File: src/flash_erase_regs.svh
// Purpose: opcodes, status layout and timing figures of the erase sequencer
// Assumes: 20 MHz system clock on both ends
// Notes: definitions only
`ifndef FLASH_ERASE_REGS_SVH
`define FLASH_ERASE_REGS_SVH

// ----------------------------------------------------------------------------
// opcodes
// ----------------------------------------------------------------------------
`define OP_WRSR 8'h01
`define OP_PROG 8'h02
`define OP_WRDI 8'h04
`define OP_RDSR 8'h05
`define OP_WREN 8'h06
`define OP_PROG4 8'h12
`define OP_SE 8'h20
`define OP_SE4 8'h21
`define OP_QPROG 8'h32
`define OP_QPROG4 8'h34
`define OP_PROG_SEC 8'h42
`define OP_ERASE_SEC 8'h44
`define OP_BE32 8'h52
`define OP_CE_B 8'h60
`define OP_SUSPEND 8'h75
`define OP_RESUME 8'h7A
`define OP_CE 8'hC7
`define OP_BE64 8'hD8
`define OP_BE64_4 8'hDC

// ----------------------------------------------------------------------------
// status byte returned by the status read
// ----------------------------------------------------------------------------
`define ST_BUSY 0
`define ST_WEL 1
`define ST_SUS 7

// ----------------------------------------------------------------------------
// frame lengths in bits and address masks
// ----------------------------------------------------------------------------
`define BITS_OP 7'h08
`define BITS_A3 7'h20
`define BITS_A4 7'h28
`define BITS_MAX 7'h7F
`define MASK_4K 32'hFFFF_F000
`define MASK_32K 32'hFFFF_8000
`define MASK_64K 32'hFFFF_0000
`define NUM_BLOCKS 10'h200
`define BLK_LSB 16

// ----------------------------------------------------------------------------
// timing
// ----------------------------------------------------------------------------
`define CLK_MHZ 20
`define CLK_PERIOD_NS 50
`define RESUME_BUSY_NS 200
`define CELL_DRIVE 3'h0
`define CELL_RISE 3'h4
`define CELL_LAST 3'h7

`endif

File: src/flash_erase_pkg.sv
// Purpose: shared types of the erase sequencer ends
// Assumes: nothing beyond the constants header
// Notes: types only
package flash_erase_pkg;
	// kind of self-timed operation in the array
	typedef enum logic [2:0] {
		OP_NONE, OP_SECTOR, OP_BLK32, OP_BLK64, OP_CHIP, OP_PROGRAM
	} op_kind_t;
	// host frame sequencer
	typedef enum logic [1:0] {H_IDLE, H_CELL, H_END} host_state_t;
endpackage : flash_erase_pkg

File: src/flash_link_if.sv
// Purpose: single-lane serial link between flash host and flash device
// Assumes: host makes the serial clock, mode 0 (idle low)
// Notes: no two-way pins in single-lane use
`timescale 1ns/1ns
interface flash_link_if;
	logic cs_n; // chip select, active low
	logic sclk; // serial clock from host
	logic mosi; // host to device data
	logic miso; // device to host data
	modport dev(input cs_n, input sclk, input mosi, output miso);
	modport host(output cs_n, output sclk, output mosi, input miso);
endinterface : flash_link_if

File: src/flash_erase_device.sv
// Purpose: erase and suspend command sequencer of a serial flash device
// Assumes: link pins come from another domain; memory array sits outside
// Notes: erase_go/erase_done tell the array owner what to clear to FFh
`timescale 1ns/1ns
`include "flash_erase_regs.svh"
module flash_erase_device #(
	parameter int unsigned SECTOR_ERASE_US = 100, // sector erase time
	parameter int unsigned SMALL_BLOCK_ERASE_US = 200, // small_block_erase_time
	parameter int unsigned BLOCK_ERASE_US = 300, // 64KB erase time
	parameter int unsigned CHIP_ERASE_US = 2000, // chip erase time
	parameter int unsigned PROGRAM_US = 50, // page program time
	parameter int unsigned SUSPEND_US = 20 // max suspend latency
) (
	input wire logic clk,
	input wire logic reset_n,
	flash_link_if.dev link,
	input wire logic addr4_mode,
	input wire logic [3:0] block_protect_bits,
	input wire logic protect_top_bottom,
	input wire logic protect_complement,
	input wire logic lock_hit,
	input wire logic lock_any,
	input wire logic prog_start,
	output logic [31:0] lock_query_addr_r,
	output logic busy_r,
	output logic write_enable_latch_r,
	output logic suspend_flag_r,
	output logic erase_go_r,
	output flash_erase_pkg::op_kind_t erase_kind_r,
	output logic [31:0] erase_addr_r,
	output logic erase_done_r,
	output logic wrsr_blocked_r,
	output logic program_blocked_r
);
	// ------------------------------------------------------------------------
	// timing counts
	// ------------------------------------------------------------------------
	localparam int unsigned SE_CYC = SECTOR_ERASE_US * `CLK_MHZ;
	localparam int unsigned B32_CYC = SMALL_BLOCK_ERASE_US * `CLK_MHZ;
	localparam int unsigned B64_CYC = BLOCK_ERASE_US * `CLK_MHZ;
	localparam int unsigned CE_CYC = CHIP_ERASE_US * `CLK_MHZ;
	localparam int unsigned PP_CYC = PROGRAM_US * `CLK_MHZ;
	localparam int unsigned SUS_CYC = SUSPEND_US * `CLK_MHZ;
	// busy comes back one cycle after resume, well inside this bound
	localparam int unsigned RESUME_CYC = `RESUME_BUSY_NS / `CLK_PERIOD_NS;

	// ------------------------------------------------------------------------
	// functions
	// ------------------------------------------------------------------------
	// erase kind from opcode
	function automatic flash_erase_pkg::op_kind_t kind_of(input logic [7:0] op);
		unique case (op)
			`OP_SE, `OP_SE4: kind_of = flash_erase_pkg::OP_SECTOR;
			`OP_BE32: kind_of = flash_erase_pkg::OP_BLK32;
			`OP_BE64, `OP_BE64_4: kind_of = flash_erase_pkg::OP_BLK64;
			`OP_CE, `OP_CE_B: kind_of = flash_erase_pkg::OP_CHIP;
			default: kind_of = flash_erase_pkg::OP_NONE;
		endcase
	endfunction : kind_of

	// exact frame length an opcode needs; zero for opcodes not handled here
	function automatic logic [6:0] need_bits(input logic [7:0] op, input logic a4);
		unique case (op)
			`OP_SE4, `OP_BE64_4: need_bits = `BITS_A4;
			`OP_SE, `OP_BE32, `OP_BE64: need_bits = a4 ? `BITS_A4 : `BITS_A3;
			`OP_CE, `OP_CE_B, `OP_WREN, `OP_WRDI,
			`OP_SUSPEND, `OP_RESUME: need_bits = `BITS_OP;
			default: need_bits = 7'h00;
		endcase
	endfunction : need_bits

	// protected block count set by the protect bits
	function automatic logic [9:0] prot_count(input logic [3:0] bp);
		if (bp == 4'h0) begin
			prot_count = 10'h000;
		end else if (bp >= 4'hA) begin
			prot_count = `NUM_BLOCKS;
		end else begin
			prot_count = 10'(10'h001 << (bp - 4'h1));
		end
	endfunction : prot_count

	// ------------------------------------------------------------------------
	// link synchronisers
	// ------------------------------------------------------------------------
	logic cs_s1, cs_s2, cs_s3; // chip select chain, s3 for edges
	logic sclk_s1, sclk_s2, sclk_s3; // serial clock chain
	logic mosi_s1, mosi_s2; // data chain
	logic miso_r; // device data out
	logic [7:0] status; // status byte shifted out on reads

	// two flops per pin plus a third on chip select and serial clock; edges are taken from s2 against s3 only
	always_ff @(posedge clk or negedge reset_n) begin
		if (!reset_n) begin
			{cs_s1, cs_s2, cs_s3} <= 3'h7;
			{sclk_s1, sclk_s2, sclk_s3} <= 3'h0;
			{mosi_s1, mosi_s2} <= 2'h0;
		end else begin
			{cs_s1, cs_s2, cs_s3} <= {link.cs_n, cs_s1, cs_s2};
			{sclk_s1, sclk_s2, sclk_s3} <= {link.sclk, sclk_s1, sclk_s2};
			{mosi_s1, mosi_s2} <= {link.mosi, mosi_s1};
		end
	end

	logic sclk_rise, sclk_fall, cs_rise, selected;
	assign sclk_rise = sclk_s2 & ~sclk_s3;
	assign sclk_fall = ~sclk_s2 & sclk_s3;
	assign cs_rise = cs_s2 & ~cs_s3;
	assign selected = ~cs_s2;
	assign link.miso = miso_r;

	// ------------------------------------------------------------------------
	// frame capture
	// ------------------------------------------------------------------------
	logic [6:0] bitcnt_r; // bits seen this frame, saturating
	logic [39:0] shift_r; // opcode then address, newest bit at 0
	logic [7:0] opcode_r; // first byte of the frame

	// capture on serial clock rise while selected; a new frame restarts
	always_ff @(posedge clk or negedge reset_n) begin
		if (!reset_n) begin
			bitcnt_r <= 7'h00;
			shift_r <= 40'h0;
			opcode_r <= 8'h00;
		end else if (!selected) begin
			bitcnt_r <= 7'h00;
		end else if (sclk_rise) begin
			shift_r <= {shift_r[38:0], mosi_s2};
			if (bitcnt_r != `BITS_MAX) begin
				bitcnt_r <= bitcnt_r + 7'h01;
			end
			if (bitcnt_r == (`BITS_OP - 7'h01)) begin
				opcode_r <= {shift_r[6:0], mosi_s2};
			end
		end
	end

	// status out on falling edges; long reads keep sending the busy bit at saturation
	always_ff @(posedge clk or negedge reset_n) begin
		if (!reset_n) begin
			miso_r <= 1'b0;
		end else if (selected && sclk_fall && opcode_r == `OP_RDSR &&
			bitcnt_r >= `BITS_OP) begin
			miso_r <= status[~bitcnt_r[2:0]];
		end
	end

	// ------------------------------------------------------------------------
	// command decode at chip select rise
	// ------------------------------------------------------------------------
	logic four, exec, is_erase, prot, any_prot, in_range;
	logic start_erase, start_prog, suspend_ok, resume_ok, wren, wrdi;
	logic [31:0] addr_now;
	logic [9:0] pcount, blk;
	flash_erase_pkg::op_kind_t kind_now, op_kind_r;

	always_comb begin
		status = 8'h00;
		status[`ST_BUSY] = busy_r;
		status[`ST_WEL] = write_enable_latch_r;
		status[`ST_SUS] = suspend_flag_r;
		four = addr4_mode || opcode_r == `OP_SE4 || opcode_r == `OP_BE64_4;
		addr_now = four ? shift_r[31:0] : {8'h00, shift_r[23:0]};
		// frame must end exactly on its last bit
		exec = cs_rise && need_bits(opcode_r, addr4_mode) != 7'h00 &&
			bitcnt_r == need_bits(opcode_r, addr4_mode);
		kind_now = kind_of(opcode_r);
		is_erase = kind_now != flash_erase_pkg::OP_NONE;
		pcount = prot_count(block_protect_bits);
		blk = {1'b0, addr_now[`BLK_LSB +: 9]};
		in_range = protect_top_bottom ? (blk < pcount) : (blk >= (`NUM_BLOCKS - pcount));
		any_prot = protect_complement ? (pcount != `NUM_BLOCKS) : (pcount != 10'h000);
		prot = (kind_now == flash_erase_pkg::OP_CHIP) ? (any_prot || lock_any) :
			((in_range ^ protect_complement) || lock_hit);
		// any suspend blocks new erases; refusal touches nothing
		start_erase = exec && is_erase && !busy_r && write_enable_latch_r &&
			!suspend_flag_r && !prot;
		start_prog = prog_start && !busy_r && write_enable_latch_r && !suspend_flag_r;
		// chip erase and idle state cannot be suspended
		suspend_ok = exec && opcode_r == `OP_SUSPEND && busy_r && !suspend_flag_r &&
			op_kind_r != flash_erase_pkg::OP_CHIP && op_kind_r != flash_erase_pkg::OP_NONE;
		resume_ok = exec && opcode_r == `OP_RESUME && suspend_flag_r && !busy_r;
		wren = exec && opcode_r == `OP_WREN && !busy_r;
		wrdi = exec && opcode_r == `OP_WRDI && !busy_r;
	end

	// ------------------------------------------------------------------------
	// self-timed engine
	// ------------------------------------------------------------------------
	logic [31:0] remain_r; // cycles left in the running operation
	logic [31:0] sus_cnt_r; // cycles left until busy drops on suspend
	logic running, done;
	assign running = busy_r && !suspend_flag_r;
	assign done = running && remain_r == 32'h1;

	// operation kind and remaining time; frozen while suspended
	always_ff @(posedge clk or negedge reset_n) begin
		if (!reset_n) begin
			op_kind_r <= flash_erase_pkg::OP_NONE;
			remain_r <= 32'h0;
		end else if (start_erase) begin
			op_kind_r <= kind_now;
			unique case (kind_now)
				flash_erase_pkg::OP_SECTOR: remain_r <= 32'(SE_CYC);
				flash_erase_pkg::OP_BLK32: remain_r <= 32'(B32_CYC);
				flash_erase_pkg::OP_BLK64: remain_r <= 32'(B64_CYC);
				default: remain_r <= 32'(CE_CYC);
			endcase
		end else if (start_prog) begin
			op_kind_r <= flash_erase_pkg::OP_PROGRAM;
			remain_r <= 32'(PP_CYC);
		end else if (done) begin
			op_kind_r <= flash_erase_pkg::OP_NONE;
			remain_r <= 32'h0;
		end else if (running) begin
			remain_r <= remain_r - 32'h1;
		end
	end

	// busy: up at start and resume, down at end or after the suspend latency
	always_ff @(posedge clk or negedge reset_n) begin
		if (!reset_n) begin
			busy_r <= 1'b0;
			sus_cnt_r <= 32'h0;
		end else if (start_erase || start_prog) begin
			busy_r <= 1'b1;
		end else if (resume_ok) begin
			busy_r <= 1'b1; // within RESUME_CYC
		end else if (suspend_ok && !done) begin
			// a suspend landing on the last cycle is dropped; nothing is left to freeze
			sus_cnt_r <= 32'(SUS_CYC);
		end else if (done) begin
			busy_r <= 1'b0;
		end else if (sus_cnt_r != 32'h0) begin
			sus_cnt_r <= sus_cnt_r - 32'h1;
			if (sus_cnt_r == 32'h1) begin
				busy_r <= 1'b0;
			end
		end
	end

	// suspend flag: set at once, cleared at once on resume; reset is power loss
	always_ff @(posedge clk or negedge reset_n) begin
		if (!reset_n) begin
			suspend_flag_r <= 1'b0;
		end else if (suspend_ok && !done) begin
			suspend_flag_r <= 1'b1;
		end else if (resume_ok) begin
			suspend_flag_r <= 1'b0;
		end
	end

	// write enable latch; never set and cleared in one cycle since busy splits them
	always_ff @(posedge clk or negedge reset_n) begin
		if (!reset_n) begin
			write_enable_latch_r <= 1'b0;
		end else if (wren) begin
			write_enable_latch_r <= 1'b1;
		end else if (wrdi || done) begin
			write_enable_latch_r <= 1'b0;
		end
	end

	// ------------------------------------------------------------------------
	// array side and blocking outputs
	// ------------------------------------------------------------------------
	// erase_go names the aligned region; array owner fills it with FFh
	always_ff @(posedge clk or negedge reset_n) begin
		if (!reset_n) begin
			erase_go_r <= 1'b0;
			erase_kind_r <= flash_erase_pkg::OP_NONE;
			erase_addr_r <= 32'h0;
			erase_done_r <= 1'b0;
			lock_query_addr_r <= 32'h0;
			wrsr_blocked_r <= 1'b0;
			program_blocked_r <= 1'b0;
		end else begin
			erase_go_r <= start_erase;
			lock_query_addr_r <= addr_now;
			if (start_erase) begin
				erase_kind_r <= kind_now;
				unique case (kind_now)
					flash_erase_pkg::OP_SECTOR: erase_addr_r <= addr_now & `MASK_4K;
					flash_erase_pkg::OP_BLK32: erase_addr_r <= addr_now & `MASK_32K;
					flash_erase_pkg::OP_BLK64: erase_addr_r <= addr_now & `MASK_64K;
					default: erase_addr_r <= 32'h0;
				endcase
			end
			erase_done_r <= done && op_kind_r != flash_erase_pkg::OP_PROGRAM;
			// other regions stay usable by outside engines
			wrsr_blocked_r <= suspend_flag_r;
			program_blocked_r <= suspend_flag_r && op_kind_r == flash_erase_pkg::OP_PROGRAM;
		end
	end
endmodule : flash_erase_device

File: src/flat_wrapper.sv
// flat-port wrapper written by rule: the top's interface ports become plain ports
module flash_erase_device_flat 
#(
	parameter int unsigned SECTOR_ERASE_US = 100,                     
	parameter int unsigned SMALL_BLOCK_ERASE_US = 200,                          
	parameter int unsigned BLOCK_ERASE_US = 300,                   
	parameter int unsigned CHIP_ERASE_US = 2000,                   
	parameter int unsigned PROGRAM_US = 50,                     
	parameter int unsigned SUSPEND_US = 20                       
)
  (clk, reset_n, addr4_mode, block_protect_bits, protect_top_bottom, protect_complement, lock_hit, lock_any, prog_start, lock_query_addr_r, busy_r, write_enable_latch_r, suspend_flag_r, erase_go_r, erase_kind_r, erase_addr_r, erase_done_r, wrsr_blocked_r, program_blocked_r, link_cs_n, link_sclk, link_mosi, link_miso);
  flash_link_if link_i ();
  input wire logic clk;
  input wire logic reset_n;
  input wire logic addr4_mode;
  input wire logic [3:0] block_protect_bits;
  input wire logic protect_top_bottom;
  input wire logic protect_complement;
  input wire logic lock_hit;
  input wire logic lock_any;
  input wire logic prog_start;
  output logic [31:0] lock_query_addr_r;
  output logic busy_r;
  output logic write_enable_latch_r;
  output logic suspend_flag_r;
  output logic erase_go_r;
  output flash_erase_pkg::op_kind_t erase_kind_r;
  output logic [31:0] erase_addr_r;
  output logic erase_done_r;
  output logic wrsr_blocked_r;
  output logic program_blocked_r;
  input wire logic [$bits(link_i.cs_n)-1:0] link_cs_n;
  input wire logic [$bits(link_i.sclk)-1:0] link_sclk;
  input wire logic [$bits(link_i.mosi)-1:0] link_mosi;
  output wire logic [$bits(link_i.miso)-1:0] link_miso;
  assign link_i.cs_n = link_cs_n;
  assign link_i.sclk = link_sclk;
  assign link_i.mosi = link_mosi;
  assign link_miso = link_i.miso;
  flash_erase_device #(.SECTOR_ERASE_US(SECTOR_ERASE_US), .SMALL_BLOCK_ERASE_US(SMALL_BLOCK_ERASE_US), .BLOCK_ERASE_US(BLOCK_ERASE_US), .CHIP_ERASE_US(CHIP_ERASE_US), .PROGRAM_US(PROGRAM_US), .SUSPEND_US(SUSPEND_US)) u_core (.clk(clk), .reset_n(reset_n), .link(link_i), .addr4_mode(addr4_mode), .block_protect_bits(block_protect_bits), .protect_top_bottom(protect_top_bottom), .protect_complement(protect_complement), .lock_hit(lock_hit), .lock_any(lock_any), .prog_start(prog_start), .lock_query_addr_r(lock_query_addr_r), .busy_r(busy_r), .write_enable_latch_r(write_enable_latch_r), .suspend_flag_r(suspend_flag_r), .erase_go_r(erase_go_r), .erase_kind_r(erase_kind_r), .erase_addr_r(erase_addr_r), .erase_done_r(erase_done_r), .wrsr_blocked_r(wrsr_blocked_r), .program_blocked_r(program_blocked_r));
endmodule
File: config.mk
export PLATFORM = sky130hd
export DESIGN_NAME = flash_erase_device_flat
export DESIGN_NICKNAME = d
export VERILOG_FILES = /design/src/flash_erase_pkg.sv /design/src/flash_link_if.sv /design/src/flash_erase_device.sv /design/src/flat_wrapper.sv
export VERILOG_INCLUDE_DIRS = /design/src
export SDC_FILE = /design/constraint.sdc
export NUM_CORES = 1
export LEC_CHECK = 0
export BUFFER_PORTS_ARGS = -buffer_cell sky130_fd_sc_hd__buf_2
export CAP_MARGIN = 20
export CORE_ASPECT_RATIO = 1.4
export CORE_UTILIZATION = 59
export CTS_CLUSTER_DIAMETER = 50
export DETAILED_ROUTE_END_ITERATION = 16
export PLACE_DENSITY = 0.8
export SLEW_MARGIN = 15
export SYNTH_ARGS = -nofsm -noshare
export SYNTH_HDL_FRONTEND = slang
export SYNTH_SLANG_ARGS = --single-unit
export TNS_END_PERCENT = 100
File: constraint.sdc
create_clock -name clk -period 5.3 [get_ports clk]
set_input_delay 0.795 -clock clk [delete_from_list [all_inputs] [get_ports clk]]
set_output_delay 0.795 -clock clk [all_outputs]
set_load 0.05 [all_outputs]
==> run summary <==
layout cells sized above 1: 20.39%
fraction of the yosys area taken by sequential cells: 50.90%
sum of net half-perimeters after detailed placement: 13,090 um
met2 wirelength from detailed routing: 10,280 um
dominant synthesized flop cell: sky130_fd_sc_hd__dfrtp_1
required time reported for the critical path endpoint: 5.67 ns
worst hold-check path type: reg -> reg
Detail Route Antenna Nets: 0
Core Rows: 53
Resized Gates After CTS: 0
Final Routed Wirelength: 19,550 um
type of element launching the critical path: register
total global routing track utilization: 26.63%
Nets: 997
fill cell count: 1,176
Netlist cell types: 71
Post-Synth Adder-Cell Area: 3.299%
synthesized-area fraction occupied by xor and xnor cells: 4.715%
data arrival at the endpoint of the critical path: 4.83 ns
Fmax achieved: 0.2242 GHz
Post-Synthesis Mean Instance Area: 10.27 um^2
RePlAce Congestion: 0.8823
CTS Buf Count: 17
crit path kind: reg -> reg
Antenna diodes: 0
library cell used as clock root buffer: sky130_fd_sc_hd__clkbuf_16
fraction of the mapped netlist area in compound gates: 9.361%
family with the most delay on the worst path: compound AO/OA/AOI/OAI gates
pin count of the biggest net entering global routing: 125
# Max-Cap Violations: 0
Clock transition at path regs: 0.08 ns
DRC: 0
aggregate global routing overflow: 0
number of buffers inserted for hold repair after clock tree synthesis: 0
number of H-tree levels: 4
Met3 Routed Length: 782 um
Setup Fix Bufs, Post-CTS: 0
height of the chip: 149.0 um
slowest cell on the critical path: sky130_fd_sc_hd__dfrtp_1
transition at the pin with the smallest max-transition slack: 1.100 ns
clk buf depth: 2
global-route wire length before repair: 33,310 um
# setup viols final: 0
total area of sequential cells: 4633 um^2
Highest Signal Layer: met4
delay contributed by the slowest stage of the critical path: 0.58 ns
number of antenna violations at the first check in global routing: 0
count of placed standard cells including taps: 1,131
number of flops mapped to enable cells by yosys: 0
number of vias per cell: 5.902
multiplexer area fraction after synthesis: 5.155%
run status: completed
number of instances in the synthesized netlist: 886
setup repair after global routing missed its margin: no
period utilisation layout: 84.14%
critical path capture point type: register
cell-by-cell trace of the critical path: nor4_1 -> and4_1 -> a211o_2 -> and2_1 -> ha_1 -> a211oi_1 -> nand2_1 -> or3_1 -> a221o_1 -> a211oi_4 -> buf_12 -> nor2_1 -> buf_4 -> or3_1 -> a21oi_1
total power after layout: 3057 uW
Top cell by count, worst path: sky130_fd_sc_hd__or3_1
commonest cells after routing, fill and taps aside: sky130_fd_sc_hd__dfrtp_1 (182), sky130_fd_sc_hd__nand2_1 (95), sky130_fd_sc_hd__nor2_1 (91), sky130_fd_sc_hd__buf_2 (76), sky130_fd_sc_hd__o21ai_0 (44)
biggest fanout along the worst timing path: 54
final-layout setup total negative slack: 0 ns
most frequent standard cell in the layout excluding fill and tap cells: sky130_fd_sc_hd__dfrtp_1
Clock Sink Count: 185
Max-slew headroom: 26.69%
DR pass1 iterations: 5
core region area: 15,050 um^2
post-layout minimum cycle time: 4.460 ns
worst slack on hold paths: 0.3517 ns
number of warnings reported in the yosys synthesis log: 0
Multi-input gate area: 4189 um^2
sum of routed wire segments on met1: 8055 um
TritonCTS clock tree: done
Max Clock Skew: 0.008288 ns
initial core utilization: 60.47%
Max IR drop VDD: 0.0002313 V
count of final hold-check violations: 0
largest family of logic cells by synthesized area: simple AND/OR/NAND/NOR gates
die area: 15,940 um^2
Final Max Tran Viols: 0
I/O Buffers: 77
Leakage Power: 0.004780 uW
mean routed wirelength per cell: 16.81 um
power density normalized to cell area: 298.2 nW/um^2
Die X-Extent: 107.0 um
post-synthesis register bit count: 185
final cell count without fillers: 1,163
simple-gate share of the synthesized area: 22.97%
via count of the routed design: 6,864
Detailed Route Iter0 Violations: 452
via count of the first global-routing pass: 6,891
clock latency on the worst-skew pair: 0.44 ns
number of I/O pins: 90
Cell Area, Synth: 9102 um^2
fraction of registers with async set or reset after synthesis: 100.0%
Buffers & Inverters on Critical Path: 2
P&R area growth vs syn: 12.63%
## kinds of logic after synthesis
family                   after synthesis
AND/OR/NAND/NOR                      393
flip-flops                           185
AO/OA/AOI/OAI                        127
buffers and inverters                 65
XOR/XNOR                              49
multiplexers                          42
adder cells (fa/ha/maj)               24
other                                  1
## power by group
| part | internal [uW] | switching, uW | total, uW |
|---|---|---|---|
| Clock | 645 | 639 | 1280 |
| Sequential | 1470 | 39.0 | 1510 |
| Combinational | 65.1 | 196 | 261 |
## worst paths after layout
| kind | cells after the start | slack, ns | startpoint | to |
|---|---|---|---|---|
| max in group asynchronous | 2 | 3.74 | reset_n | u_core.cs_s3 |
| max | 15 | 0.84 | u_core.opcode_r[6] | u_core.remain_r[20] |
| min | 0 | 0.35 | u_core.sclk_s1 | u_core.sclk_s2 |
| min in group asynchronous | 1 | 0.51 | reset_n | u_core.sus_cnt_r[12] |
| max reg2reg | 15 | 0.84 | u_core.opcode_r[6] | u_core.remain_r[20] |
| min reg2reg | 0 | 0.35 | u_core.sclk_s1 | u_core.sclk_s2 |
## area by class of cell
type,count,area share (%)
clock buffer,17,4.149
clock inverter,15,1.953
inverter,18,0.6590
multi-input combinational,647,40.86
sequential,185,45.19
tap,192,2.343
timing repair buffer,89,4.845
## sequential cells by signal, indices dropped and copies added, names as in the netlist, 3 cells and up
register and flops:
u_core.remain_r 32, u_core.opcode_r 8, u_core.erase_kind_r 3, u_core.bitcnt_r 7
u_core.erase_addr_r 20, u_core.shift_r 32, u_core.lock_query_addr_r 32, u_core.sus_cnt_r 32
u_core.op_kind_r 3
## metrics by stage
step	utilization (%)	cell area [um^2]	setup WS (ns)
2_1_floorplan	-	9144	1.213
3_3_place_gp	63.95	9627	0.8952
3_5_place_dp	63.95	9627	0.7959
4_1_cts	68.11	10250	0.8617
5_1_grt	68.11	10250	0.5417
6_report	68.11	10250	0.8404
## routing by layer
metal	GRT usage, %	up-vias
li1	-	3256
met1	33.27	3402
met2	45.03	167
met3	5.679	39
met4	10.55	0
met5	0	-
## cells in the mapped netlist (3+ instances only)
cell type	instances	area share, %
sky130_fd_sc_hd__buf_4	14	1.2
sky130_fd_sc_hd__inv_1	18	0.74
sky130_fd_sc_hd__or3_1	22	1.5
sky130_fd_sc_hd__a21o_1	3	0.25
sky130_fd_sc_hd__and2_1	15	1.0
sky130_fd_sc_hd__nor3_1	29	1.6
sky130_fd_sc_hd__dfrtp_1	182	50
sky130_fd_sc_hd__nor2_1	92	3.8
sky130_fd_sc_hd__xor2_1	24	2.3
sky130_fd_sc_hd__or4_1	4	0.33
sky130_fd_sc_hd__nand3b_1	6	0.49
sky130_fd_sc_hd__a22o_1	3	0.29
sky130_fd_sc_hd__nor3b_1	4	0.33
sky130_fd_sc_hd__a21oi_1	22	1.2
sky130_fd_sc_hd__a211o_1	5	0.48
sky130_fd_sc_hd__nand4b_1	3	0.29
sky130_fd_sc_hd__ha_1	24	3.3
sky130_fd_sc_hd__nor4_2	3	0.41
sky130_fd_sc_hd__o211ai_1	9	0.74
sky130_fd_sc_hd__dfstp_2	3	0.87
sky130_fd_sc_hd__nor3_2	10	1.1
sky130_fd_sc_hd__nand4_1	13	0.89
sky130_fd_sc_hd__mux2_2	39	4.8
sky130_fd_sc_hd__nor4b_2	3	0.49
sky130_fd_sc_hd__o2111ai_1	6	0.58
sky130_fd_sc_hd__nor4_1	15	1.0
sky130_fd_sc_hd__mux2i_1	3	0.33
sky130_fd_sc_hd__o22ai_1	3	0.21
sky130_fd_sc_hd__xnor2_1	25	2.4
sky130_fd_sc_hd__nor3b_2	3	0.41
sky130_fd_sc_hd__buf_2	10	0.55
sky130_fd_sc_hd__a31oi_1	6	0.41
sky130_fd_sc_hd__nand3_1	35	1.9
sky130_fd_sc_hd__nand2b_1	9	0.62
sky130_fd_sc_hd__o21ai_0	44	2.4
sky130_fd_sc_hd__or2_2	5	0.34
sky130_fd_sc_hd__clkbuf_1	19	0.78
sky130_fd_sc_hd__nor2b_1	11	0.76
sky130_fd_sc_hd__nand2_1	95	3.9
Note: power is estimated with default switching activity, not from simulation.
